$ cat src/inc/ibd_defines.svh
// Register indices, field positions, reset values and state codes of the baud/readback_select_a block.
// Contract
// - Reload low byte at F54h, resets FFh
// - Readback select high returns live counter low
// - Read-only diagnostic state at F55h
// - Bit 7 shows sampled clock line
// - Bit 6 shows sampled data line
// - Bit 5 shows internal stop count flag
// - Codes 02h..09h are data bits 7..0
// - 0Ah data acknowledge, 0Bh not-acknowledge half
// - Stop uses codes 0Ch then 0Dh
// - 0Eh is address acknowledge state
// - 0Fh is final address byte bit 0
// - Ten-bit first byte uses 10h..17h
// - 18h is first address byte acknowledge
// - 19h..1Fh are address bits 7..1
// - Select low returns stored reload value
`ifndef IBD_DEFINES_SVH
`define IBD_DEFINES_SVH
`define IBD_IDX_RELOAD_LO 12'hf54
`define IBD_IDX_READBACK_SELECT_A_ST   12'hf55
`define IBD_IDX_SEL       12'hf56
`define IBD_IDX_CTRL      12'hf57
`define IBD_RELOAD_LO_RST 8'hff
`define IBD_RELOAD_HI_RST 8'hff
`define IBD_CNT_ONE       16'h0001
`define IBD_C_DATA_LO     5'h08
`define IBD_C_DATA_HI     5'h09
`define IBD_F_GO          20
`define IBD_F_TEN         19
`define IBD_F_RW          18
`define IBD_F_BUSY        21
`define IBD_F_NACK        22
`define IBD_S_IDLE        5'h00
`define IBD_S_START       5'h01
`define IBD_S_DATA7       5'h02
`define IBD_S_DATA0       5'h09
`define IBD_S_DACK        5'h0a
`define IBD_S_DNACK       5'h0b
`define IBD_S_STOP1       5'h0c
`define IBD_S_STOP2       5'h0d
`define IBD_S_AACK        5'h0e
`define IBD_S_ALSB        5'h0f
`define IBD_S_T1MSB       5'h10
`define IBD_S_T1LSB       5'h17
`define IBD_S_T1ACK       5'h18
`define IBD_S_AMSB        5'h19
`define IBD_S_ABIT1       5'h1f
`define IBD_TEN_PREFIX    5'h1e
`endif

$ cat src/inc/ibd_pkg.sv
// Types shared by the baud/readback_select_a block.
package ibd_pkg;
  typedef struct packed {
    logic        valid;
    logic        write;
    logic [11:0] idx;
  } ibd_aphase_t;
  typedef struct packed {
    logic       ten;
    logic       rw;
    logic [9:0] addr;
    logic [7:0] data;
  } ibd_ctrl_t;
endpackage

$ cat src/design/ibd_top.sv
// AHB-Lite slave with baud reload low byte, diagnostic state and a small protocol engine.
//
// Register access over AHB-Lite was decided locally.
`timescale 1ns/1ps
`include "ibd_defines.svh"
module ibd_top
  import ibd_pkg::*;
#(
  parameter logic [7:0] RELOAD_HI = `IBD_RELOAD_HI_RST
) (
  input  wire logic        hclk,
  input  wire logic        hresetn,
  input  wire logic        hsel,
  input  wire logic [31:0] haddr,
  input  wire logic [1:0]  htrans,
  input  wire logic        hwrite,
  input  wire logic [2:0]  hsize,
  input  wire logic [31:0] hwdata,
  input  wire logic        hready,
  output logic      [31:0] hrdata,
  output logic             hreadyout,
  output logic             hresp,
  input  wire logic        scl_i,
  output logic             scl_o,
  output logic             scl_oe,
  input  wire logic        sda_i,
  output logic             sda_o,
  output logic             sda_oe
);

  // Bus side state.
  ibd_aphase_t ap_r, ap_nxt;
  logic [7:0]  reload_lo_r, reload_lo_nxt;
  logic        sel_r, sel_nxt;
  ibd_ctrl_t   ctrl_r, ctrl_nxt;
  logic        pend_r, pend_nxt;
  logic [31:0] hrdata_r, hrdata_nxt;

  // Line and engine state.
  logic        scl_m_r, scl_s_r, sda_m_r, sda_s_r;
  logic [15:0] cnt_r, cnt_nxt;
  logic [4:0]  code_r, code_nxt;
  logic        phase_r, phase_nxt;
  logic        nack_r, nack_nxt;
  logic [7:0]  rx_r, rx_nxt;
  logic        scl_oe_r, scl_oe_nxt, sda_oe_r, sda_oe_nxt;

  logic        ap_take, rd_take, wr_lo, wr_sel, wr_ctrl, tick, adv, stop_flag;
  logic        sending, tx_bit, is_bit;
  logic [2:0]  bit_idx;
  logic [7:0]  lo_eff;
  logic        sel_eff;
  ibd_ctrl_t   ctrl_eff;
  logic [7:0]  readback_select_a_byte;

  assign hrdata    = hrdata_r;
  assign hreadyout = 1'b1;
  assign hresp     = 1'b0;
  assign scl_o     = 1'b0;
  assign sda_o     = 1'b0;
  assign scl_oe    = scl_oe_r;
  assign sda_oe    = sda_oe_r;

  // Pins are asynchronous to hclk; the first stage feeds only the second.
  always_ff @(posedge hclk or negedge hresetn) begin
    if (!hresetn) begin
      scl_m_r <= 1'b1;
      scl_s_r <= 1'b1;
      sda_m_r <= 1'b1;
      sda_s_r <= 1'b1;
    end else begin
      scl_m_r <= scl_i;
      scl_s_r <= scl_m_r;
      sda_m_r <= sda_i;
      sda_s_r <= sda_m_r;
    end
  end

  assign ap_take = hsel & htrans[1] & hready & (haddr[31:14] == 18'h0);
  assign rd_take = hsel & htrans[1] & hready & ~hwrite;
  assign wr_lo   = ap_r.valid & ap_r.write & (ap_r.idx == `IBD_IDX_RELOAD_LO);
  assign wr_sel  = ap_r.valid & ap_r.write & (ap_r.idx == `IBD_IDX_SEL);
  assign wr_ctrl = ap_r.valid & ap_r.write & (ap_r.idx == `IBD_IDX_CTRL);

  // A read right behind a write sees the written value, since the read data
  // is fetched in the same edge the write lands.
  assign lo_eff    = wr_lo ? hwdata[7:0] : reload_lo_r;
  assign sel_eff   = wr_sel ? hwdata[0] : sel_r;
  assign ctrl_eff  = wr_ctrl ? ibd_ctrl_t'(hwdata[19:0]) : ctrl_r;
  assign stop_flag = (code_r == `IBD_S_STOP1) | (code_r == `IBD_S_STOP2);
  assign readback_select_a_byte = {scl_s_r, sda_s_r, stop_flag, code_r};

  always_comb begin
    ap_nxt        = '0;
    ap_nxt.valid  = ap_take;
    ap_nxt.write  = hwrite;
    ap_nxt.idx    = haddr[13:2];
    reload_lo_nxt = lo_eff;
    sel_nxt       = sel_eff;
    ctrl_nxt      = ctrl_eff;
    // Hardware clears the pending start; a new request wins over the clear.
    pend_nxt      = pend_r & ~(code_r == `IBD_S_IDLE && tick);
    if (wr_ctrl && hwdata[`IBD_F_GO]) begin
      pend_nxt = 1'b1;
    end
    hrdata_nxt = hrdata_r;
    // A read outside the window still answers, with zero, so stale data never leaks.
    if (rd_take) begin
      hrdata_nxt = 32'h0;
    end
    if (ap_take && !hwrite) begin
      case (haddr[13:2])
        `IBD_IDX_RELOAD_LO: hrdata_nxt[7:0] = sel_eff ? cnt_r[7:0] : lo_eff;
        `IBD_IDX_READBACK_SELECT_A_ST:   hrdata_nxt[7:0] = readback_select_a_byte;
        `IBD_IDX_SEL:       hrdata_nxt[0]   = sel_eff;
        `IBD_IDX_CTRL: begin
          hrdata_nxt[19:0]        = ctrl_eff;
          hrdata_nxt[`IBD_F_BUSY] = pend_r | (code_r != `IBD_S_IDLE);
          hrdata_nxt[`IBD_F_NACK] = nack_r;
          hrdata_nxt[31:24]       = rx_r;
        end
        default:            hrdata_nxt = 32'h0;
      endcase
    end
  end

  always_ff @(posedge hclk or negedge hresetn) begin
    if (!hresetn) begin
      ap_r        <= '0;
      reload_lo_r <= `IBD_RELOAD_LO_RST;
      sel_r       <= 1'b0;
      ctrl_r      <= '0;
      pend_r      <= 1'b0;
      hrdata_r    <= 32'h0;
    end else begin
      ap_r        <= ap_nxt;
      reload_lo_r <= reload_lo_nxt;
      sel_r       <= sel_nxt;
      ctrl_r      <= ctrl_nxt;
      pend_r      <= pend_nxt;
      hrdata_r    <= hrdata_nxt;
    end
  end

  // Down counter reloads at one, so each phase lasts reload-value cycles.
  assign tick = (cnt_r <= `IBD_CNT_ONE);
  assign adv  = tick & phase_r;

  // Bit position inside the byte being moved, from the state code.
  always_comb begin
    is_bit  = 1'b1;
    bit_idx = 3'h0;
    tx_bit  = 1'b1;
    sending = 1'b1;
    if (code_r >= `IBD_S_DATA7 && code_r <= `IBD_S_DATA0) begin
      bit_idx = 3'(`IBD_S_DATA0 - code_r);
      tx_bit  = ctrl_r.data[bit_idx];
      sending = ~ctrl_r.rw;
    end else if (code_r >= `IBD_S_T1MSB && code_r <= `IBD_S_T1LSB) begin
      bit_idx = 3'(`IBD_S_T1LSB - code_r);
      tx_bit  = 1'({`IBD_TEN_PREFIX, ctrl_r.addr[9:8], ctrl_r.rw} >> bit_idx);
    end else if (code_r >= `IBD_S_AMSB) begin
      bit_idx = 3'(5'h0 - code_r);
      tx_bit  = ctrl_r.ten ? ctrl_r.addr[bit_idx] : ctrl_r.addr[3'(bit_idx - 3'h1)];
    end else if (code_r == `IBD_S_ALSB) begin
      tx_bit  = ctrl_r.ten ? ctrl_r.addr[0] : ctrl_r.rw;
    end else begin
      is_bit  = 1'b0;
    end
  end

  always_comb begin
    cnt_nxt   = tick ? {RELOAD_HI, reload_lo_r} : cnt_r - 16'h1;
    code_nxt  = code_r;
    phase_nxt = (code_r == `IBD_S_IDLE) ? 1'b0 : phase_r ^ tick;
    nack_nxt  = nack_r;
    rx_nxt    = rx_r;
    if (code_r == `IBD_S_IDLE) begin
      if (tick && pend_r) begin
        code_nxt = `IBD_S_START;
        nack_nxt = 1'b0;
      end
    end else if (adv) begin
      if (code_r >= `IBD_S_DATA7 && code_r <= `IBD_S_DATA0 && ctrl_r.rw) begin
        rx_nxt = {rx_r[6:0], sda_s_r};
      end
      case (code_r)
        `IBD_S_START: code_nxt = ctrl_r.ten ? `IBD_S_T1MSB : `IBD_S_AMSB;
        `IBD_S_T1LSB: code_nxt = `IBD_S_T1ACK;
        `IBD_S_T1ACK: code_nxt = sda_s_r ? `IBD_S_STOP1 : `IBD_S_AMSB;
        `IBD_S_ABIT1: code_nxt = `IBD_S_ALSB;
        `IBD_S_ALSB:  code_nxt = `IBD_S_AACK;
        `IBD_S_AACK:  code_nxt = sda_s_r ? `IBD_S_STOP1 : `IBD_S_DATA7;
        `IBD_S_DATA0: code_nxt = `IBD_S_DACK;
        `IBD_S_DACK:  code_nxt = sda_s_r ? `IBD_S_DNACK : `IBD_S_STOP1;
        `IBD_S_DNACK: code_nxt = `IBD_S_STOP1;
        `IBD_S_STOP1: code_nxt = `IBD_S_STOP2;
        `IBD_S_STOP2: code_nxt = `IBD_S_IDLE;
        default:      code_nxt = code_r + 5'h1;
      endcase
      if ((code_r == `IBD_S_T1ACK || code_r == `IBD_S_AACK) && sda_s_r) begin
        nack_nxt = 1'b1;
      end
      if (code_r == `IBD_S_DACK && sda_s_r && !ctrl_r.rw) begin
        nack_nxt = 1'b1;
      end
    end
  end

  // Pin drive follows the present code and phase; a read byte ends with the
  // master leaving the line released, which the slave sees as not-acknowledge.
  always_comb begin
    scl_oe_nxt = 1'b0;
    sda_oe_nxt = 1'b0;
    case (code_nxt)
      `IBD_S_IDLE:  sda_oe_nxt = 1'b0;
      `IBD_S_START: sda_oe_nxt = 1'b1;
      `IBD_S_STOP1: begin
        scl_oe_nxt = 1'b1;
        sda_oe_nxt = 1'b1;
      end
      `IBD_S_STOP2: sda_oe_nxt = ~phase_nxt;
      default: begin
        scl_oe_nxt = ~phase_nxt;
        sda_oe_nxt = 1'b0;
      end
    endcase
    if (is_bit && sending && code_nxt == code_r && code_r != `IBD_S_IDLE) begin
      sda_oe_nxt = ~tx_bit;
    end
  end

  always_ff @(posedge hclk or negedge hresetn) begin
    if (!hresetn) begin
      cnt_r    <= {`IBD_RELOAD_HI_RST, `IBD_RELOAD_LO_RST};
      code_r   <= `IBD_S_IDLE;
      phase_r  <= 1'b0;
      nack_r   <= 1'b0;
      rx_r     <= 8'h00;
      scl_oe_r <= 1'b0;
      sda_oe_r <= 1'b0;
    end else begin
      cnt_r    <= cnt_nxt;
      code_r   <= code_nxt;
      phase_r  <= phase_nxt;
      nack_r   <= nack_nxt;
      rx_r     <= rx_nxt;
      scl_oe_r <= scl_oe_nxt;
      sda_oe_r <= sda_oe_nxt;
    end
  end

endmodule

$ cat config.mk
export PLATFORM = sky130hd
export DESIGN_NAME = ibd_top
export DESIGN_NICKNAME = d
export VERILOG_FILES = /design/src/inc/ibd_pkg.sv /design/src/design/ibd_top.sv
export VERILOG_INCLUDE_DIRS = /design/src /design/src/inc
export SDC_FILE = /design/constraint.sdc
export NUM_CORES = 1
export LEC_CHECK = 0
export ABC_CLOCK_PERIOD_IN_PS = 6200
export BUFFER_PORTS_ARGS = -buffer_cell sky130_fd_sc_hd__buf_2
export CAP_MARGIN = 40
export CORE_MARGIN = 5
export CORE_UTILIZATION = 45
export CTS_CLUSTER_DIAMETER = 150
export DETAILED_ROUTE_END_ITERATION = 7
export GPL_TIMING_DRIVEN = 0
export HOLD_SLACK_MARGIN = 0.05
export PLACE_DENSITY = 0.72
export RECOVER_POWER = 100
export REMOVE_ABC_BUFFERS = 1
export SLEW_MARGIN = 20
export SYNTH_ARGS = -nofsm -noshare
export SYNTH_HDL_FRONTEND = slang
export SYNTH_SLANG_ARGS = --single-unit
$ cat constraint.sdc
create_clock -name hclk -period 6.2 [get_ports hclk]
set_input_delay 0 -clock hclk [delete_from_list [all_inputs] [get_ports hclk]]
set_output_delay 0 -clock hclk [all_outputs]
set_load 0.05 [all_outputs]
# == Yosys cells after proc, flatten, opt, wreduce, memory -nomap -nowiden ==
# Cells that the tools add are included.
# classes
reduce_logical,29
mux,49
bitwise_logic,19
magnitude_cmp,9
n_addsub,6
shifts,1
n_eq_ne,23
# ops
operator,n
"12-bit equality test, second input constant",7
32-bit two-way mux,2
5-bit case mux with 11 select lines,1
"5-bit by 4-bit equality test with 1-bit output, second input constant",9
7-bit case mux with 4 select lines,1
1-bit two-way mux,25
12-bit case mux with 2 select lines,1
20-bit two-way mux,1
5-bit two-way mux,4
18-bit zero test,1
"16-bit by 1-bit less-or-equal comparator with 1-bit output, second input constant",1
16-bit two-way mux,1
8-bit two-way mux,2
8-bit case mux with 2 select lines,1
"16-bit by 1-bit subtractor with 16-bit output, second input constant",1
"5-bit equality test, second input constant",3
1-bit logical AND,13
1-bit bitwise AND,10
"5-bit by 1-bit equality test with 1-bit output, second input constant",2
"5-bit greater-or-equal comparator, second input constant",2
5-bit zero test,2
"3-bit by 5-bit < comparator with 1-bit output, second input constant",2
1-bit binary-select mux with 3-bit select,3
4-bit two-way mux,2
27 further kinds,39
# word_totals
register_bits,113
wordCells,159

# == Longest topological paths before layout ==
# logic_depth
word_depth,10
mapped_depth,16

# == Least setup slack after synthesis ==
# OpenSTA, ideal clock, no wires.
# synth_timing
path_type,register -> register
from,reg cnt_r[6]
to,"reg sda_oe_r, in the netlist sda_oe"
slack_ps,2697
synth_period_minus_slack_ps,3503
arrival_ps,3378
path_buffers,1
path_stages_with_launch,14
t_required_ps,6075
setup_time_ps,125
path_cell_list,dfstp_2 -> or3_1 -> nor4_4 -> nand3_2 -> inv_2 -> clkbuf_1 -> ha_1 -> o21ai_1 -> nor4b_4 -> a211oi_1 -> a311oi_2 -> nand4_1 -> a211oi_2 -> mux2_2
# synth_via
elab_chain_len,8
word_cells_on_any_way,18
# synth_lines
item,line,source
start: declaration,ibd_top.sv:41,"logic [15:0] cnt_r, cnt_nxt;"
start signal: assignment,ibd_top.sv:235,"cnt_r <= {`IBD_RELOAD_HI_RST, `IBD_RELOAD_LO_RST};"
start signal: assignment,ibd_top.sv:243,cnt_r <= cnt_nxt;
16-bit by 1-bit less-or-equal comparator with 1-bit output (no line) *,-,
1-bit bitwise AND or 1-bit logical AND (tied branches),"ibd_top.sv:147, ibd_top.sv:179",
5-bit two-way mux (on tied branches),"ibd_top.sv:183, ibd_top.sv:179",
5-bit two-way mux,ibd_top.sv:178,if (code_r == `IBD_S_IDLE) begin
5-bit by 4-bit equality test with 1-bit output (tied with other cells),ibd_top.sv:215,case (code_nxt)
2-bit OR reduction (no line) or 1-bit logical AND (tied branches),-,
1-bit case mux with 2 select lines or 1-bit logical AND (tied branches),-,
1-bit two-way mux *,ibd_top.sv:228,if (is_bit && sending && code_nxt == code_r && code_r != `IBD_S_IDLE) begin
via sda_oe_nxt,ibd_top.sv:46,"logic scl_oe_r, scl_oe_nxt, sda_oe_r, sda_oe_nxt;"
end signal: assignment,ibd_top.sv:249,sda_oe_r <= sda_oe_nxt;
end: declaration,ibd_top.sv:46,
# The timed path passes the listed nets; every way through them passes the cells marked *.
# A chain may end at the register's enable or synchronous reset.

# == Final worst setup path ==
# Same ends and word-level chain as after synthesis.

==> flow_summary.toml <==
[status]
status = "complete, but fails checks"
violations = "DRC"

[synthesis]
synthSimpleGateAreaFrac = 0.134
synth_top_family_by_area = "compound AO/OA/AOI/OAI gates"
syn-cell-area_mm2 = 0.00577
synth.yosys.warnings = 0
ys_seq_elements = 113
synth_xor_xnor_area_share = 0.0197
synth-compound-area-share = 0.138
synth_edf_count = 0
ys_seq_area_frac = 0.497
syn_area_per_cell_um2 = 11.7
postSynthCellCount = 491
synth_fa_ha_area_frac = 0.0304
synth_ff_type = "dfrtp_1"
async_reset_ff_frac = 1.00
ys_types = 79
synth_mux_area_frac = 0.138

[critical_path]
worstPathRequired_ns = 6.49
slowest_delay_ns = 0.57
r2r_slack_ns = 1.45
worstSetupPathType = "register to register"
timing.critical_path.buf_inv = 1
crit_chain = "or3_1, nor4_1, nand3_1, inv_1, ha_1, o21ai_0, nor4b_4, a211oi_1, a311oi_2, nand4_1, a211oi_2, mux2_2"
path_max_fanout = 16
cp-start-kind = "register"
end_kind = "register"
critical_path_arrival_ns = 5.04
path_delay_family = "simple AND/OR/NAND/NOR gates"
crit_path_top_delay_cell = "nand3_1"

[sta]
max_freq_mhz = 210
maxSlewViolCount = 0
worst_pin_slew_ns = 1.41
finalCritPeriodShare = 0.766
tns_ns = 0
maxSlewHeadroom = 0.0567
rsz0062_at_grt = "false"
setup_violations = 0
min_period_ns = 4.75
fin_skew_ns = 0.00683
final_hold_viol_count = 0

[floorplan]
io-pin-count = 114
rows = 41
core_mm2 = 0.0126
initial_core_util = 0.459
die_w_um = 123
die_h_um = 123
die-area_mm2 = 0.0152

[global_route]
antenna_found_initial = 0
grt_pass1_vias = 4772
grt_usage = 0.205
grt_pass1_wl_mm = 24.2
grt_max_degree = 86
grt_overflow = 0

[detailed_routing]
drtAntennaViolNets = 0
drtIter0Drc = 290
vias = 4455
drc = 2
drt-total-wl_mm = 14.7
routedWlPerCell_um = 18.1
viasPerCell = 5.50
drt-pass1-iter-count = 7

[clocking]
path_clk_slew_ns = 0.06
cts_buffer_depth = 2
cts_tree = "done"
h-tree-depth = 4
cts-buffers-inserted = 17
cts_sinks = 113
cts_root_buf = "clkbuf_16"
clk_latency_ns = 0.41

[run]
max_cap_violations = 0

[placed_design]
dpl_cell_area_mm2 = 0.00634
dpl.hpwl_mm = 9.78
port_buffers = 92
routabilityCongestion = 0.854

[finish]
mostFrequentLayoutCells = "85 x dfrtp_1, 48 x buf_2, 47 x clkbuf_1, 41 x nand2_1, 40 x dlygate4sd3_1"
diodes = 0
nets = 715
drive_gt1_frac = 0.251
layout_commonest_cell = "dfrtp_1"
fillCellCount = 1034
fin_area_mm2 = 0.00721
synthToLayoutAreaGrowth_pct = 25.0

[pwr]
ir_worst_vdd_uv = 158
p_leak_nw = 3.13
finalPower_mw = 1.95
power_density_mw_per_mm2 = 271
swShare = 0.256
pwr-share-comb = 0.084
power.share.clock = 0.477
p_seq_frac = 0.439
p_int_mw = 1.45
switchingPower_mw = 0.501

[hold_path]
worstHoldPathType = "input port to register"
==> through the flow <==
stage / util / setup slack (ns) / instances / hold WS (ns)
after global placement: 0.499 / 2.23 / 734 / 0.106
after floorplan: - / 2.77 / 470 / -0.296
after global routing: 0.573 / 0.974 / 810 / 0.133
after CTS: 0.582 / 2.17 / 810 / 0.121
final: 0.573 / 1.45 / 810 / 0.119
after detailed placement: 0.505 / 2.20 / 738 / -0.108
==> Yosys cell counts (3+ instances only) <==
cell type,number,share of area
o21a_1,3,0.0039
buf_4,5,0.0065
dfrtp_1,85,0.37
nor4_1,7,0.0076
buf_6,5,0.0098
nand4_1,6,0.0065
nand2_1,41,0.027
a31oi_1,5,0.0054
ha_1,14,0.030
a21oi_1,16,0.014
dfstp_2,28,0.13
nand2b_1,6,0.0065
xor2_1,6,0.0091
nor2_1,25,0.016
a2bb2oi_1,6,0.0091
clkbuf_1,7,0.0046
and4b_1,3,0.0052
o21ai_0,22,0.019
mux4_2,6,0.023
inv_1,15,0.0098
nor3_1,5,0.0043
mux2_2,47,0.092
xnor2_1,7,0.011
nand3_1,10,0.0087
a22o_1,21,0.032
clkbuf_8,3,0.0072
or3_1,6,0.0065
a21o_1,3,0.0039
mux2i_1,13,0.023
==> kinds of logic after synthesis <==
kind of cell	Yosys count
and+or+nand+nor	137
DFF	113
AOI/OAI and AO/OA	106
muxes	66
buffers and inverters	40
adders and majority gates	14
xor gates and xnor gates	13
other	2
==> flip-flops by register name (all words and copies together), names as in the netlist, 5 cells and up <==
| signal | count |
|---|---|
| hrdata | 32 |
| ctrl_r | 20 |
| cnt_r | 16 |
| ap_r | 14 |
| reload_lo_r | 8 |
| rx_r | 8 |
| code_r | 5 |
==> cell type report <==
| cell class | instances | area [µm²] | share of cell area |
|---|---|---|---|
| tap | 172 | 215 | 0.0299 |
| inverter | 17 | 63.8 | 0.00885 |
| multi-input combinational | 340 | 2650 | 0.368 |
| clock buffer | 18 | 439 | 0.0609 |
| sequential | 113 | 2860 | 0.397 |
| clock inverter | 14 | 130 | 0.0181 |
| timing repair buffer | 136 | 845 | 0.117 |
==> layer usage <==
metal / part of all wire / vias to the layer above / track usage
li1: - / 2061 / -
met2: 0.49 / 143 / 0.329
met5: 0 / - / 0
met3: 0.058 / 7 / 0.0453
met4: 0.0084 / 0 / 0.0588
met1: 0.45 / 2244 / 0.281
==> repair_timing <==
| action | in CTS | in global routing |
|---|---|---|
| hold buffers | 40 | 0 |
| setup buffers | 0 | 0 |
| endpoints found under the hold margin | 161 | 0 |
| resized for setup | 0 | 0 |
==> power by group through the flow <==
stage / clock network (mW) / logic [mW] / registers (mW)
final: 0.932 / 0.165 / 0.857
after global routing: 0.977 / 0.184 / 0.864
after CTS: 0.942 / 0.170 / 0.860
after detailed placement: 0 / 0.146 / 0.872
after global placement: 0 / 0.136 / 0.870
after floorplan: 0 / 0.0911 / 0.855
==> tightest hold or removal path, delay by kind of cell <==
| family | cells | cell delay [ns] |
|---|---|---|
| simple gates | 2 | 0.27 |
| compound gates | 1 | 0.13 |
| buf+inv | 1 | 0.08 |
==> final timing paths <==
kind                            from        endpoint  cells after the start
min in group asynchronous    hresetn  reload_lo_r[0]                      2
max reg2reg                 cnt_r[6]          sda_oe                     12
max                         cnt_r[6]          sda_oe                     12
min reg2reg                  scl_m_r         scl_s_r                      0
min                        haddr[18]       hrdata[2]                      4
max in group asynchronous    hresetn         ap_r[1]                      3
No activity file was read; power rests on OpenSTA's default activity.
